### src/logic/ipr_pkg.sv
// Constants, types and helpers for the interrupt priority register group
package ipr_pkg;

    // Sizes
    localparam int IPR_NREG = 5;
    localparam int IPR_NSRC = 19;
    localparam int IPR_FW   = 3;

    // Register byte offsets on the bus
    localparam logic [7:0] IPR_OFF_TMR  = 8'h00;
    localparam logic [7:0] IPR_OFF_ADC  = 8'h04;
    localparam logic [7:0] IPR_OFF_TWI  = 8'h08;
    localparam logic [7:0] IPR_OFF_PWX  = 8'h0c;
    localparam logic [7:0] IPR_OFF_PWG  = 8'h10;
    localparam logic [7:0] IPR_OFF_STAT = 8'h14;

    // Field lsb positions inside each register
    localparam int IPR_P_TMR3 = 12;
    localparam int IPR_P_TMR2 = 8;
    localparam int IPR_P_CMP2 = 4;
    localparam int IPR_P_ADC  = 12;
    localparam int IPR_P_UTX  = 8;
    localparam int IPR_P_URX  = 4;
    localparam int IPR_P_SPI  = 0;
    localparam int IPR_P_TWM  = 8;
    localparam int IPR_P_TWS  = 4;
    localparam int IPR_P_NVM  = 0;
    localparam int IPR_P_PG1  = 12;
    localparam int IPR_P_PSM  = 8;
    localparam int IPR_P_EX2  = 4;
    localparam int IPR_P_EX1  = 0;
    localparam int IPR_P_PG4  = 8;
    localparam int IPR_P_PG3  = 4;
    localparam int IPR_P_PG2  = 0;

    // Status register fields
    localparam int IPR_P_SMAX = 0;
    localparam int IPR_P_SOFF = 4;

    // Priority codes
    localparam logic [2:0] IPR_LVL_RST = 3'h4;
    localparam logic [2:0] IPR_LVL_OFF = 3'h0;
    localparam logic [2:0] IPR_LVL_MIN = 3'h1;
    localparam logic [2:0] IPR_LVL_MAX = 3'h7;

    // Implemented bits and reset values, index 0 last
    localparam logic [IPR_NREG-1:0][15:0] IPR_MASK =
        {16'h0777, 16'h7777, 16'h0777, 16'h7777, 16'h7770};
    localparam logic [IPR_NREG-1:0][15:0] IPR_RST =
        {16'h0444, 16'h4444, 16'h0444, 16'h4444, 16'h4440};

    // Bus slave states
    typedef enum logic {IPR_IDLE, IPR_ACK} ipr_bus_e;

    // Priority of every source
    typedef struct packed {
        logic [2:0] third_timer_prio;
        logic [2:0] second_timer_prio;
        logic [2:0] compare_ch2_prio;
        logic [2:0] conversion_done_prio;
        logic [2:0] serial_tx_prio;
        logic [2:0] serial_rx_prio;
        logic [2:0] sync_serial_prio;
        logic [2:0] twowire_master_prio;
        logic [2:0] twowire_slave_prio;
        logic [2:0] flash_write_prio;
        logic [2:0] pulse_gen1_prio;
        logic [2:0] pulse_special_match_prio;
        logic [2:0] ext_irq2_prio;
        logic [2:0] ext_irq1_prio;
        logic [2:0] pulse_gen4_prio;
        logic [2:0] pulse_gen3_prio;
        logic [2:0] pulse_gen2_prio;
    } ipr_prio_s;

    // Source may compete, same order
    typedef struct packed {
        logic third_timer_prio;
        logic second_timer_prio;
        logic compare_ch2_prio;
        logic conversion_done_prio;
        logic serial_tx_prio;
        logic serial_rx_prio;
        logic sync_serial_prio;
        logic twowire_master_prio;
        logic twowire_slave_prio;
        logic flash_write_prio;
        logic pulse_gen1_prio;
        logic pulse_special_match_prio;
        logic ext_irq2_prio;
        logic ext_irq1_prio;
        logic pulse_gen4_prio;
        logic pulse_gen3_prio;
        logic pulse_gen2_prio;
    } ipr_enable_s;

    // Address decode result
    typedef struct packed {
        logic       hit;
        logic       stat;
        logic [2:0] idx;
    } ipr_dec_s;

    // Map a byte address onto a register
    function automatic ipr_dec_s ipr_decode(input logic [7:0] adr);
        ipr_dec_s d;
        d = '{hit: 1'b1, stat: 1'b0, idx: 3'h0};
        case (adr)
            IPR_OFF_TMR:  d.idx = 3'h0;
            IPR_OFF_ADC:  d.idx = 3'h1;
            IPR_OFF_TWI:  d.idx = 3'h2;
            IPR_OFF_PWX:  d.idx = 3'h3;
            IPR_OFF_PWG:  d.idx = 3'h4;
            IPR_OFF_STAT: begin
                d.hit  = 1'b0;
                d.stat = 1'b1;
            end
            default:      d.hit = 1'b0;
        endcase
        return d;
    endfunction : ipr_decode

    // Highest level held by any source
    function automatic logic [2:0] ipr_max_level(input ipr_prio_s p);
        logic [$bits(ipr_prio_s)-1:0] v;
        logic [2:0]                   m;
        v = p;
        m = IPR_LVL_OFF;
        for (int k = 0; k < $bits(ipr_prio_s) / IPR_FW; k++) begin
            if (v[IPR_FW*k +: IPR_FW] > m) begin
                m = v[IPR_FW*k +: IPR_FW];
            end
        end
        return m;
    endfunction : ipr_max_level

endpackage : ipr_pkg

### src/logic/ipr_field_reg.sv
// One 16-bit priority register with byte lanes and masked bits
`timescale 1ns/1ps
module ipr_field_reg
    import ipr_pkg::*;
#(
    parameter logic [15:0] IMPL_MASK = 16'h0000,
    parameter logic [15:0] RESET_VAL = 16'h0000
) (
    // Clock and reset
    input  wire logic        clk_i,
    input  wire logic        rst_i,
    // Write port
    input  wire logic        wr_en_i,
    input  wire logic [1:0]  sel_i,
    input  wire logic [15:0] wdata_i,
    // Stored value and per-nibble nonzero flags
    output logic      [15:0] q_o,
    output logic      [3:0]  act_o
);

    // Nonzero flags matching the reset value
    localparam logic [3:0] RESET_ACT = {|RESET_VAL[14:12], |RESET_VAL[10:8],
                                        |RESET_VAL[6:4], |RESET_VAL[2:0]};

    logic [15:0] next_q;   // Value after this edge
    logic [3:0]  next_act; // Flags after this edge

    // Lane merge; unimplemented bits never store
    always_comb begin
        next_q = q_o;
        if (wr_en_i && sel_i[0]) begin
            next_q[7:0] = wdata_i[7:0] & IMPL_MASK[7:0];
        end
        if (wr_en_i && sel_i[1]) begin
            next_q[15:8] = wdata_i[15:8] & IMPL_MASK[15:8];
        end
        // Flags follow the new value, so no extra lag
        for (int n = 0; n < 4; n++) begin
            next_act[n] = |next_q[4*n +: IPR_FW];
        end
    end

    // Register only
    always_ff @(posedge clk_i) begin
        if (rst_i) begin
            q_o   <= RESET_VAL;
            act_o <= RESET_ACT;
        end else begin
            q_o   <= next_q;
            act_o <= next_act;
        end
    end

endmodule : ipr_field_reg

### src/logic/ipr_level_summary.sv
// Registered summary of the configured levels for status reads
`timescale 1ns/1ps
module ipr_level_summary
    import ipr_pkg::*;
(
    // Clock and reset
    input  wire logic       clk_i,
    input  wire logic       rst_i,
    // Current priorities
    input  wire ipr_prio_s  prio_i,
    // Summary
    output logic      [2:0] max_level_o,
    output logic            any_off_o
);

    logic [2:0] next_max; // Highest level now
    logic       next_off; // Some source at zero

    // Scan all sources
    always_comb begin
        logic [$bits(ipr_prio_s)-1:0] v;
        v        = prio_i;
        next_max = ipr_max_level(prio_i);
        next_off = 1'b0;
        for (int k = 0; k < IPR_NSRC - 2; k++) begin
            if (v[IPR_FW*k +: IPR_FW] == IPR_LVL_OFF) begin
                next_off = 1'b1;
            end
        end
    end

    // Register only; one cycle behind the fields
    always_ff @(posedge clk_i) begin
        if (rst_i) begin
            max_level_o <= IPR_LVL_RST;
            any_off_o   <= 1'b0;
        end else begin
            max_level_o <= next_max;
            any_off_o   <= next_off;
        end
    end

endmodule : ipr_level_summary

### src/logic/ipr_top.sv
// Priority register group with its bus slave
`timescale 1ns/1ps
module ipr_top
    import ipr_pkg::*;
(
    // Clock and reset
    input  wire logic        clk_i,
    input  wire logic        rst_i,
    // Wishbone slave
    input  wire logic        wb_cyc_i,
    input  wire logic        wb_stb_i,
    input  wire logic        wb_we_i,
    input  wire logic [7:0]  wb_adr_i,
    input  wire logic [3:0]  wb_sel_i,
    input  wire logic [31:0] wb_dat_i,
    output logic      [31:0] wb_dat_o,
    output logic             wb_ack_o,
    // Toward arbitration
    output ipr_prio_s        prio_o,
    output ipr_enable_s      src_enabled_o,
    output logic      [2:0]  top_level_o
);

    ////////////////////////////////////////////////////////////////
    // Declarations
    ////////////////////////////////////////////////////////////////

    ipr_bus_e    state;      // Slave state
    ipr_bus_e    next_state; // Slave state next
    logic        next_ack;   // Ack next
    logic [31:0] next_dat;   // Read data next
    ipr_dec_s    dec;        // Decoded address
    logic        req;        // Live request

    logic [IPR_NREG-1:0]       wr_reg; // Write strobe per reg
    logic [IPR_NREG-1:0][15:0] reg_q;  // Stored registers
    logic [IPR_NREG-1:0][3:0]  reg_act;// Nonzero nibbles
    logic                      any_off;// Some source off

    ////////////////////////////////////////////////////////////////
    // Bus slave
    ////////////////////////////////////////////////////////////////

    assign req = wb_cyc_i & wb_stb_i;
    assign dec = ipr_decode(wb_adr_i);

    // Next state, ack and read data
    always_comb begin
        next_state = state;
        next_ack   = 1'b0;
        next_dat   = 32'h0000_0000;
        wr_reg     = '0;
        unique case (state)
            IPR_IDLE: begin
                // Answer any address, mapped or not
                if (req) begin
                    next_state = IPR_ACK;
                    next_ack   = 1'b1;
                    if (!wb_we_i && dec.hit) begin
                        // Upper half always zero
                        next_dat[15:0] = reg_q[dec.idx];
                    end else if (!wb_we_i && dec.stat) begin
                        next_dat[IPR_P_SMAX +: 3] = top_level_o;
                        next_dat[IPR_P_SOFF]      = any_off;
                    end
                end
            end
            IPR_ACK: begin
                // Write lands on the edge that sees ack
                next_state = IPR_IDLE;
                if (req && wb_we_i && dec.hit) begin
                    wr_reg[dec.idx] = 1'b1;
                end
            end
        endcase
    end

    // Register only
    always_ff @(posedge clk_i) begin
        if (rst_i) begin
            state    <= IPR_IDLE;
            wb_ack_o <= 1'b0;
            wb_dat_o <= 32'h0000_0000;
        end else begin
            state    <= next_state;
            wb_ack_o <= next_ack;
            wb_dat_o <= next_dat;
        end
    end

    ////////////////////////////////////////////////////////////////
    // Priority registers
    ////////////////////////////////////////////////////////////////

    // One instance per register; masks drop unused bits
    for (genvar i = 0; i < IPR_NREG; i++) begin : g_reg
        ipr_field_reg #(
            .IMPL_MASK (IPR_MASK[i]),
            .RESET_VAL (IPR_RST[i])
        ) u_reg (
            .clk_i   (clk_i),
            .rst_i   (rst_i),
            .wr_en_i (wr_reg[i]),
            .sel_i   (wb_sel_i[1:0]),
            .wdata_i (wb_dat_i[15:0]),
            .q_o     (reg_q[i]),
            .act_o   (reg_act[i])
        );
    end

    ////////////////////////////////////////////////////////////////
    // Field layout
    ////////////////////////////////////////////////////////////////

    // Straight from register bits, no lag
    // Timer register
    assign prio_o.third_timer_prio = reg_q[0][IPR_P_TMR3 +: 3];
    assign prio_o.second_timer_prio = reg_q[0][IPR_P_TMR2 +: 3];
    assign prio_o.compare_ch2_prio = reg_q[0][IPR_P_CMP2 +: 3];
    // Converter and serial register
    assign prio_o.conversion_done_prio = reg_q[1][IPR_P_ADC +: 3];
    assign prio_o.serial_tx_prio = reg_q[1][IPR_P_UTX +: 3];
    assign prio_o.serial_rx_prio = reg_q[1][IPR_P_URX +: 3];
    assign prio_o.sync_serial_prio = reg_q[1][IPR_P_SPI +: 3];
    // Two-wire and memory register
    assign prio_o.twowire_master_prio = reg_q[2][IPR_P_TWM +: 3];
    assign prio_o.twowire_slave_prio = reg_q[2][IPR_P_TWS +: 3];
    assign prio_o.flash_write_prio = reg_q[2][IPR_P_NVM +: 3];
    // Pulse and external register
    assign prio_o.pulse_gen1_prio = reg_q[3][IPR_P_PG1 +: 3];
    assign prio_o.pulse_special_match_prio = reg_q[3][IPR_P_PSM +: 3];
    assign prio_o.ext_irq2_prio = reg_q[3][IPR_P_EX2 +: 3];
    assign prio_o.ext_irq1_prio = reg_q[3][IPR_P_EX1 +: 3];
    // Pulse generator register
    assign prio_o.pulse_gen4_prio = reg_q[4][IPR_P_PG4 +: 3];
    assign prio_o.pulse_gen3_prio = reg_q[4][IPR_P_PG3 +: 3];
    assign prio_o.pulse_gen2_prio = reg_q[4][IPR_P_PG2 +: 3];

    ////////////////////////////////////////////////////////////////
    // Enables: a zero code keeps a source out
    ////////////////////////////////////////////////////////////////

    assign src_enabled_o.third_timer_prio = reg_act[0][IPR_P_TMR3/4];
    assign src_enabled_o.second_timer_prio = reg_act[0][IPR_P_TMR2/4];
    assign src_enabled_o.compare_ch2_prio = reg_act[0][IPR_P_CMP2/4];
    assign src_enabled_o.conversion_done_prio = reg_act[1][IPR_P_ADC/4];
    assign src_enabled_o.serial_tx_prio = reg_act[1][IPR_P_UTX/4];
    assign src_enabled_o.serial_rx_prio = reg_act[1][IPR_P_URX/4];
    assign src_enabled_o.sync_serial_prio = reg_act[1][IPR_P_SPI/4];
    assign src_enabled_o.twowire_master_prio = reg_act[2][IPR_P_TWM/4];
    assign src_enabled_o.twowire_slave_prio = reg_act[2][IPR_P_TWS/4];
    assign src_enabled_o.flash_write_prio = reg_act[2][IPR_P_NVM/4];
    assign src_enabled_o.pulse_gen1_prio = reg_act[3][IPR_P_PG1/4];
    assign src_enabled_o.pulse_special_match_prio = reg_act[3][IPR_P_PSM/4];
    assign src_enabled_o.ext_irq2_prio = reg_act[3][IPR_P_EX2/4];
    assign src_enabled_o.ext_irq1_prio = reg_act[3][IPR_P_EX1/4];
    assign src_enabled_o.pulse_gen4_prio = reg_act[4][IPR_P_PG4/4];
    assign src_enabled_o.pulse_gen3_prio = reg_act[4][IPR_P_PG3/4];
    assign src_enabled_o.pulse_gen2_prio = reg_act[4][IPR_P_PG2/4];

    ////////////////////////////////////////////////////////////////
    // Status summary
    ////////////////////////////////////////////////////////////////

    // Highest level: 7 tops, 1 is lowest live level
    ipr_level_summary u_sum (
        .clk_i       (clk_i),
        .rst_i       (rst_i),
        .prio_i      (prio_o),
        .max_level_o (top_level_o),
        .any_off_o   (any_off)
    );

    logic [31:0] last_wdat; // Data seen last edge
    logic [2:0]  max_now;   // Level now
    logic        acc_wr;    // Write accepted now

    always_ff @(posedge clk_i) begin
        last_wdat <= wb_dat_i;
    end

    assign max_now = ipr_max_level(prio_o);
    assign acc_wr  = wb_ack_o & req & wb_we_i;
endmodule : ipr_top

### config.mk
export PLATFORM = sky130hd
export DESIGN_NAME = ipr_top
export DESIGN_NICKNAME = d
export VERILOG_FILES = /design/src/logic/ipr_pkg.sv /design/src/logic/ipr_field_reg.sv /design/src/logic/ipr_level_summary.sv /design/src/logic/ipr_top.sv
export SDC_FILE = /design/constraint.sdc
export NUM_CORES = 1
export LEC_CHECK = 0
export ABC_AREA = 1
export BUFFER_PORTS_ARGS = -buffer_cell sky130_fd_sc_hd__buf_2
export CAP_MARGIN = 10
export CORE_MARGIN = 3
export CORE_UTILIZATION = 48
export DETAILED_ROUTE_END_ITERATION = 10
export PLACE_DENSITY = 0.72
export SETUP_SLACK_MARGIN = 0.1
export SLEW_MARGIN = 40
export SYNTH_ARGS = -nofsm -noshare
export SYNTH_HDL_FRONTEND = slang
export SYNTH_HIERARCHICAL = 1
export SYNTH_SLANG_ARGS = --single-unit
### constraint.sdc
create_clock -name clk_i -period 27.6 [get_ports clk_i]
set_clock_uncertainty 0.15 [all_clocks]
set_input_delay 5.52 -clock clk_i [delete_from_list [all_inputs] [get_ports clk_i]]
set_output_delay 5.52 -clock clk_i [all_outputs]
set_load 0.02 [all_outputs]
==> results list, run 1 <==
* Status: completed
- Clock buffer depth: 2
- Leaving out fill and tap cells, the most frequent cell in the layout is sky130_fd_sc_hd__nand2_1.
- For this block, the routed nets add up to 18400 um of wire.
- Averaged over all synthesized cells, the footprint is 6.47 um^2.
* Initial DRC count: 520
- Pre-CTS WS: 10.48 ns
- The share of total power dissipated in the clock network is 0.386.
* Startpoint type of the worst setup path: flip-flop
* Worst Reg-to-Reg Cells: 122
- Reg-to-reg endpoint: u_sum/max_level_o[1]
- Subtracting the final worst setup slack from the clock period gives 17.39 ns.
- Setup repair after global routing left no endpoint under its margin.
* DR DRC count: 0
- Of the total power, registers draw 0.468.
- Detailed placement HPWL: 14300 um
- Global-route total usage across every layer: 0.227
- The finished layout holds 1347 standard cells, fillers aside.
- Worst Path Arrival: 17.49 ns
- The slowest stage of the critical path belongs to the cell sky130_fd_sc_hd__dfxtp_1.
- Of the total power, the share spent switching nets is 0.282.
* Hold path start: g_reg[0].u_reg/q_o[2]
* Clock latency on the worst-skew pair: 0.36 ns
- PnR Total Power: 0.000309 W
* Type of the tightest min-delay check: flip-flop to flip-flop
- Global-route wire length before repair: 29200 um
- Cell mode on critical path: sky130_fd_sc_hd__nand2_1
- Commonest cells after routing, fill and taps aside: sky130_fd_sc_hd__nand2_1, sky130_fd_sc_hd__inv_1, sky130_fd_sc_hd__buf_2
- The number of gates resized after CTS was 0.
* Number of buffers added by the clock tree synthesis step: 9
* Worst Path Max Fanout: 5
- Required time at the worst-slack endpoint: 27.71 ns
* Count of warnings emitted by yosys: 6
- The region available for standard cell placement spans 0.0139 mm^2.
- The startpoint identified for the worst register-to-register timing path is g_reg[4].u_reg/q_o[2].
* Accumulated negative setup slack: 0 ns
* Grt total ovfl: 0
- Post-cts hold buffer count: 0
* Vias per Instance: 5.01
- Slew @ Worst Pin: 0.769 ns
- Number of H-tree levels: 3
* Cell count of the worst hold path: 2
- At the end of routability-driven placement, the weighted congestion stood at 0.908.
- The first detailed-routing pass ran for 5 iterations.
- Synthesis produced 1063 cells.
* Highest attainable clock frequency: 57.5 MHz
- Sort of element at the end of the critical path: flip-flop
- The die covers 0.0158 mm^2.
- After floorplanning, the core was divided into 43 placement rows.
- Number of global-route vias before repair: 5880
* Kind of critical path: flip-flop to flip-flop
- In the final layout, the share of cells above drive strength 1 is 0.181.
- TritonCTS built the clock tree.
- Slew Limit Headroom: 0.485
- Buffers added to address setup during post-CTS repair amount to 0.
- Final Net Count: 1259
- Clock tree root driver cell: sky130_fd_sc_hd__clkbuf_16
* Clock-pin slew reported for the worst setup and hold paths after clock tree synthesis: 0.07 ns
* Final cycle utilization of the critical path: 0.630
* Largest net degree at the start of global routing: 60
- 153 I/O pins were placed.
- Share of total power in combinational logic: 0.146
- Power density cells: 40.4 mW/mm^2
- Average wire per cell in the routed design: 13.7 um
- The path with the worst hold slack has its endpoint at g_reg[0].u_reg/q_o[2].
- CTS saw 98 sinks.
* Worst-case hold slack: 0.293 ns
* Cell-internal power: 0.000222 W
- Starting density of the core: 0.493
- Global route hottest layer: met2
- Setup violations remaining at the end of the flow were counted as 0.
- Counting tap cells, the placed design contains a total of 1331 instances.
- Final setup margin: 10.21 ns
- Across the VDD grid, the largest voltage drop is 0.0000301 V.
- Crit-path max cell delay: 0.48 ns
- Synthesized cell area: 0.00687 mm^2
- Port buffering added 114 buffers.
- Die extent in x: 126 um
* Met1 GRT Util: 0.307
* Number of endpoints with negative hold slack in the final report: 0
* Met2 usage in global routing: 0.363
* Antenna violations before repair: 0
- Max-cap violations in this run came to 0.
* Relative area change from synthesis to final layout: 11.2%
- Detail Route Antenna Nets: 0
* Power dissipated by switching net loads: 0.0000871 W
- The number of antenna diodes in the final layout is 0.
- Setup slack of the worst register-to-register path: 10.21 ns
- The analysis attributes to cell leakage a power of 4.15 nW.
- The detailed router placed 6748 vias in this run.
- The final number of max-transition violations is 0.
* Met3 Usage GRT: 0.0539
* Die Ht: 126 um
-- area by class of cell --
type,count,area [um^2]
clock inverters,6,42.5
well taps,180,225
fillers,1426,6290
inverters,121,454
clock buffers,10,239
multi-input cells,817,4140
flip-flops and latches,98,1960
repair buffers,115,578
-- flip-flops by register name, summed over array words and instances, names as in the netlist --
name,flops
u_sum/max_level_o,3
wb_ack_o,1
wb_dat_o,16
g.u_reg/q_o,60
u_sum/any_off_o,1
g.u_reg/act_o,17
-- how the worst max path moves through the flow --
stage,start,endpoint,depth (start not counted)
2_1_floorplan,g_reg[4].u_reg/q_o[2],u_sum/max_level_o[1],118
3_3_place_gp,g_reg[4].u_reg/q_o[2],u_sum/max_level_o[0],120
3_5_place_dp,g_reg[4].u_reg/q_o[2],u_sum/max_level_o[0],116
4_1_cts,g_reg[4].u_reg/q_o[2],u_sum/max_level_o[0],116
5_1_grt,g_reg[4].u_reg/q_o[2],u_sum/max_level_o[0],118
6_report,g_reg[4].u_reg/q_o[2],u_sum/max_level_o[1],122
-- critical path: cells and delay by family, from the launching register on --
kind	cells	cell delay [ns]
simple gates	57	6.69
compound gates	25	4.02
fa+ha+maj	16	4.05
buf+inv	24	1.89
flops	1	0.48
-- stage by stage --
stage	util	cell area (um^2)
2_1_floorplan	-	6990
3_3_place_gp	0.528	7350
3_5_place_dp	0.528	7360
4_1_cts	0.548	7640
5_1_grt	0.549	7640
6_report	0.549	7640
-- layer usage --
metal	share of wire	up-vias
met5	0	-
li1	-	3516
met2	0.45	244
met1	0.46	2958
met4	0.021	0
met3	0.071	30
-- power by group through the flow --
stage	registers, W	clock network [W]	logic, W
floorplan	0.000150	0	0.0000325
detailed placement	0.000148	0	0.0000441
global route	0.000145	0.000127	0.0000511
CTS	0.000145	0.000122	0.0000444
global placement	0.000148	0	0.0000438
finish	0.000145	0.000119	0.0000451
Note: power is estimated with default switching activity, not from simulation.
==> inputs of run 2 (changes only) <==
PLACE_DENSITY = 0.75   (was 0.72)
clock period = 14.25 ns   (was 27.6 ns; I/O delays follow)
==> run 2 against run 1 <==
Compared with the run above: the run now ends with negative setup slack left; first-iteration DRC count increased by 60%; via count increased by 19%; critical path depth decreased by 2; sequential share of layout area decreased by 6.1 points; die area unchanged; flip-flop and latch count unchanged; routed wire length increased by 32%; final area increased by 32%; clock-buffer cell count increased by 1; maximum frequency increased by 10%.
==> results list, run 2 (same netlist as run 1, synthesis figures left out) <==
- The via count of the first global-routing pass is 7361 (+25%).
* Final setup margin: -1.51 ns (-11.72 ns)
- In this run the worst hold path is classified as flip-flop to flip-flop.
- The maximum vdd drop is 0.0000551 V (+83%).
- The antenna cell count came to 0 (unchanged).
* Clock buffer depth: 2 (unchanged)
* Layout cells sized above 1: 0.407 (+0.226)
* Antenna violations before repair: 0 (unchanged)
- The average routed wire per standard cell came to 15.9 um (+16%).
* Slew Viols, Final: 0 (unchanged)
- The number of max-cap violations is 0 (unchanged).
* Finished Cell Area: 0.0101 mm^2 (+32%)
* Crit-path max cell delay: 0.36 ns (-0.12 ns)
- Relative area change from synthesis to final layout: 46.6%
* Kind of critical path: flip-flop to flip-flop
- The run finished, with violations left.
- The count of endpoints failing setup in the final report came to 3 (+3).
- The slowest stage of the critical path is the sky130_fd_sc_hd__dfxtp_4 cell.
- Global-route wire length before repair: 35800 um (+23%)
- The number of rows created at floorplan is 43 (unchanged).
- Global-route total usage across every layer: 0.276 (+0.0483)
- Die Ht: 126 um (unchanged)
- The fmax was 63.5 MHz (+10%).
- Aggregate routed wire length: 24400 um (+32%)
* Number of buffers added by the clock tree synthesis step: 9 (unchanged)
* Detailed placement HPWL: 15500 um (+8.7%)
- The count of port buffers added during placement was 114 (unchanged).
- Starting density of the core: 0.493 (unchanged)
- The number of clock sinks is 98 (unchanged).
- Worst Path Max Fanout: 5 (unchanged)
* DR DRC count: 0 (unchanged)
* Final weighted congestion in routability-driven placement: 0.892 (-1.8%)
- DR vias: 8059 (+19%)
* Slew Limit Headroom: 0.440 (-0.0459)
- In this run the most critical hold path is launched from g_reg[4].u_reg/q_o[14].
- # IOs: 153 (unchanged)
- Detail Route Antenna Nets: 0 (unchanged)
- Start point of the critical path: g_reg[4].u_reg/q_o[2]
* Final cycle utilization of the critical path: 1.11 (+0.476)
* Standard cell core area: 0.0139 mm^2 (unchanged)
* CTS tree: yes
- Number of endpoints with negative hold slack in the final report: 0 (unchanged)
- Initial DRC count: 830 (+60%)
- The most numerous cell type found on the critical path is sky130_fd_sc_hd__nand2_2.
* Worst Path Arrival: 15.85 ns (-1.64 ns)
* Startpoint type of the worst setup path: flip-flop
- Accumulated negative setup slack: -4.48 ns (-4.48 ns)
* Pre-antenna DRT Iters: 6 (+1)
- Reg-to-reg startpoint: g_reg[4].u_reg/q_o[2]
- Final Net Count: 1444 (+15%)
- Clock latency on the worst-skew pair: 0.35 ns (about the same)
- Number of H-tree levels: 3 (unchanged)
- In this run the clock root is driven by a sky130_fd_sc_hd__clkbuf_16.
* Commonest cells after routing, fill and taps aside: sky130_fd_sc_hd__nand2_1, sky130_fd_sc_hd__buf_4, sky130_fd_sc_hd__buf_2
- The worst setup path is captured at a flip-flop.
- The slew at the pin closest to its max-slew limit came to 0.838 ns (+0.0686 ns).
- The full die area was 0.0158 mm^2 (unchanged).
* Post-cts hold buffer count: 0 (unchanged)
- Required time at the worst-slack endpoint: 14.34 ns (-13.37 ns)
- Final critical delay including setup and external delays: 15.76 ns (-1.63 ns)
- The leakage power figure was 5.19 nW (+25%).
* Placed instance area: 0.00853 mm^2 (+16%)
- The overflow left after global routing came to 0 (unchanged).
- Top Registers: g.u_reg/q_o (60), g.u_reg/act_o (17), wb_dat_o (16)
* Vias per Instance: 5.26 (+5.0%)
* Violated checks: negative setup slack
- Clock-pin slew reported for the worst setup and hold paths after clock tree synthesis: 0.07 ns (about the same)
- The total power divided by cell area came to 69.2 mW/mm^2 (+71%).
- Die extent in x: 126 um (unchanged)
- The pin count of the biggest net entering global routing is 60 (unchanged).
- Largest register by flop count: g.u_reg/q_o
- Max FFs per register: 60 (unchanged)
- Most frequent standard cell in the layout excluding fill and tap cells: sky130_fd_sc_hd__nand2_1
- PnR Total Power: 0.000698 W (+130%)
- Setup repair after global routing missed its margin: yes
run 2: worst paths after layout:
| check | end | slack (ns) | cells past startpoint |
|---|---|---|---|
| worst max-delay path | u_sum/max_level_o[0] | -1.51 | 120 |
| worst min-delay path | g_reg[4].u_reg/q_o[14] | 0.29 | 2 |
| worst max register to register | u_sum/max_level_o[0] | -1.51 | 120 |
| worst min register to register | g_reg[4].u_reg/q_o[14] | 0.29 | 2 |
run 2: layout make-up:
type                       instances  area, um^2
sequential                        98        1970
multi-input combinational        817        5130
clock buffer                      11         233
timing repair buffer             300        1990
fill                            1035        3850
clock inverter                     5        61.3
inverter                         121         459
tap                              180         225
run 2: through the flow:
step | hold WS [ns] | instances | util | setup slack, ns
6_report | 0.295 | 1532 | 0.723 | -1.51
5_1_grt | 0.308 | 1532 | 0.723 | -2.23
4_1_cts | 0.292 | 1523 | 0.684 | -0.884
3_5_place_dp | 0.282 | 1448 | 0.612 | -1.32
3_3_place_gp | 0.275 | 1448 | 0.612 | -0.999
2_1_floorplan | 0.263 | 1093 | - | -0.302
run 2: layer usage:
layer | part of all wire | track usage | wire (um) | up-vias
li1 | - | - | - | 3887
met5 | 0 | 0 | 0 | -
met2 | 0.49 | 0.476 | 12000 | 399
met3 | 0.072 | 0.0462 | 1770 | 86
met4 | 0.037 | 0.116 | 903 | 0
met1 | 0.40 | 0.340 | 9670 | 3687
run 2: worst max-delay path: cells and delay by family (launching register included):
kind / cells / cell delay [ns]
buffers and inverters: 27 / 2.32
AO/OA/AOI/OAI: 23 / 3.02
AND/OR/NAND/NOR: 54 / 6.18
flip-flops: 1 / 0.36
adder cells (fa/ha/maj): 16 / 3.60
run 2: what timing repair did:
action,4_1_cts,5_1_grt
hold endpoints to repair,0,0
buffers inserted,59,10
gates resized for setup,51,99
endpoints found under the setup margin,3,3
pin swaps,43,78
run 2: where the power goes:
part | leakage, nW | switching [W] | internal [W]
Clock | 0.141 | 0.000109 | 0.000137
Sequential | 0.793 | 0.00000239 | 0.000278
Combinational | 4.25 | 0.0000928 | 0.0000786
Total | 5.19 | 0.000204 | 0.000494
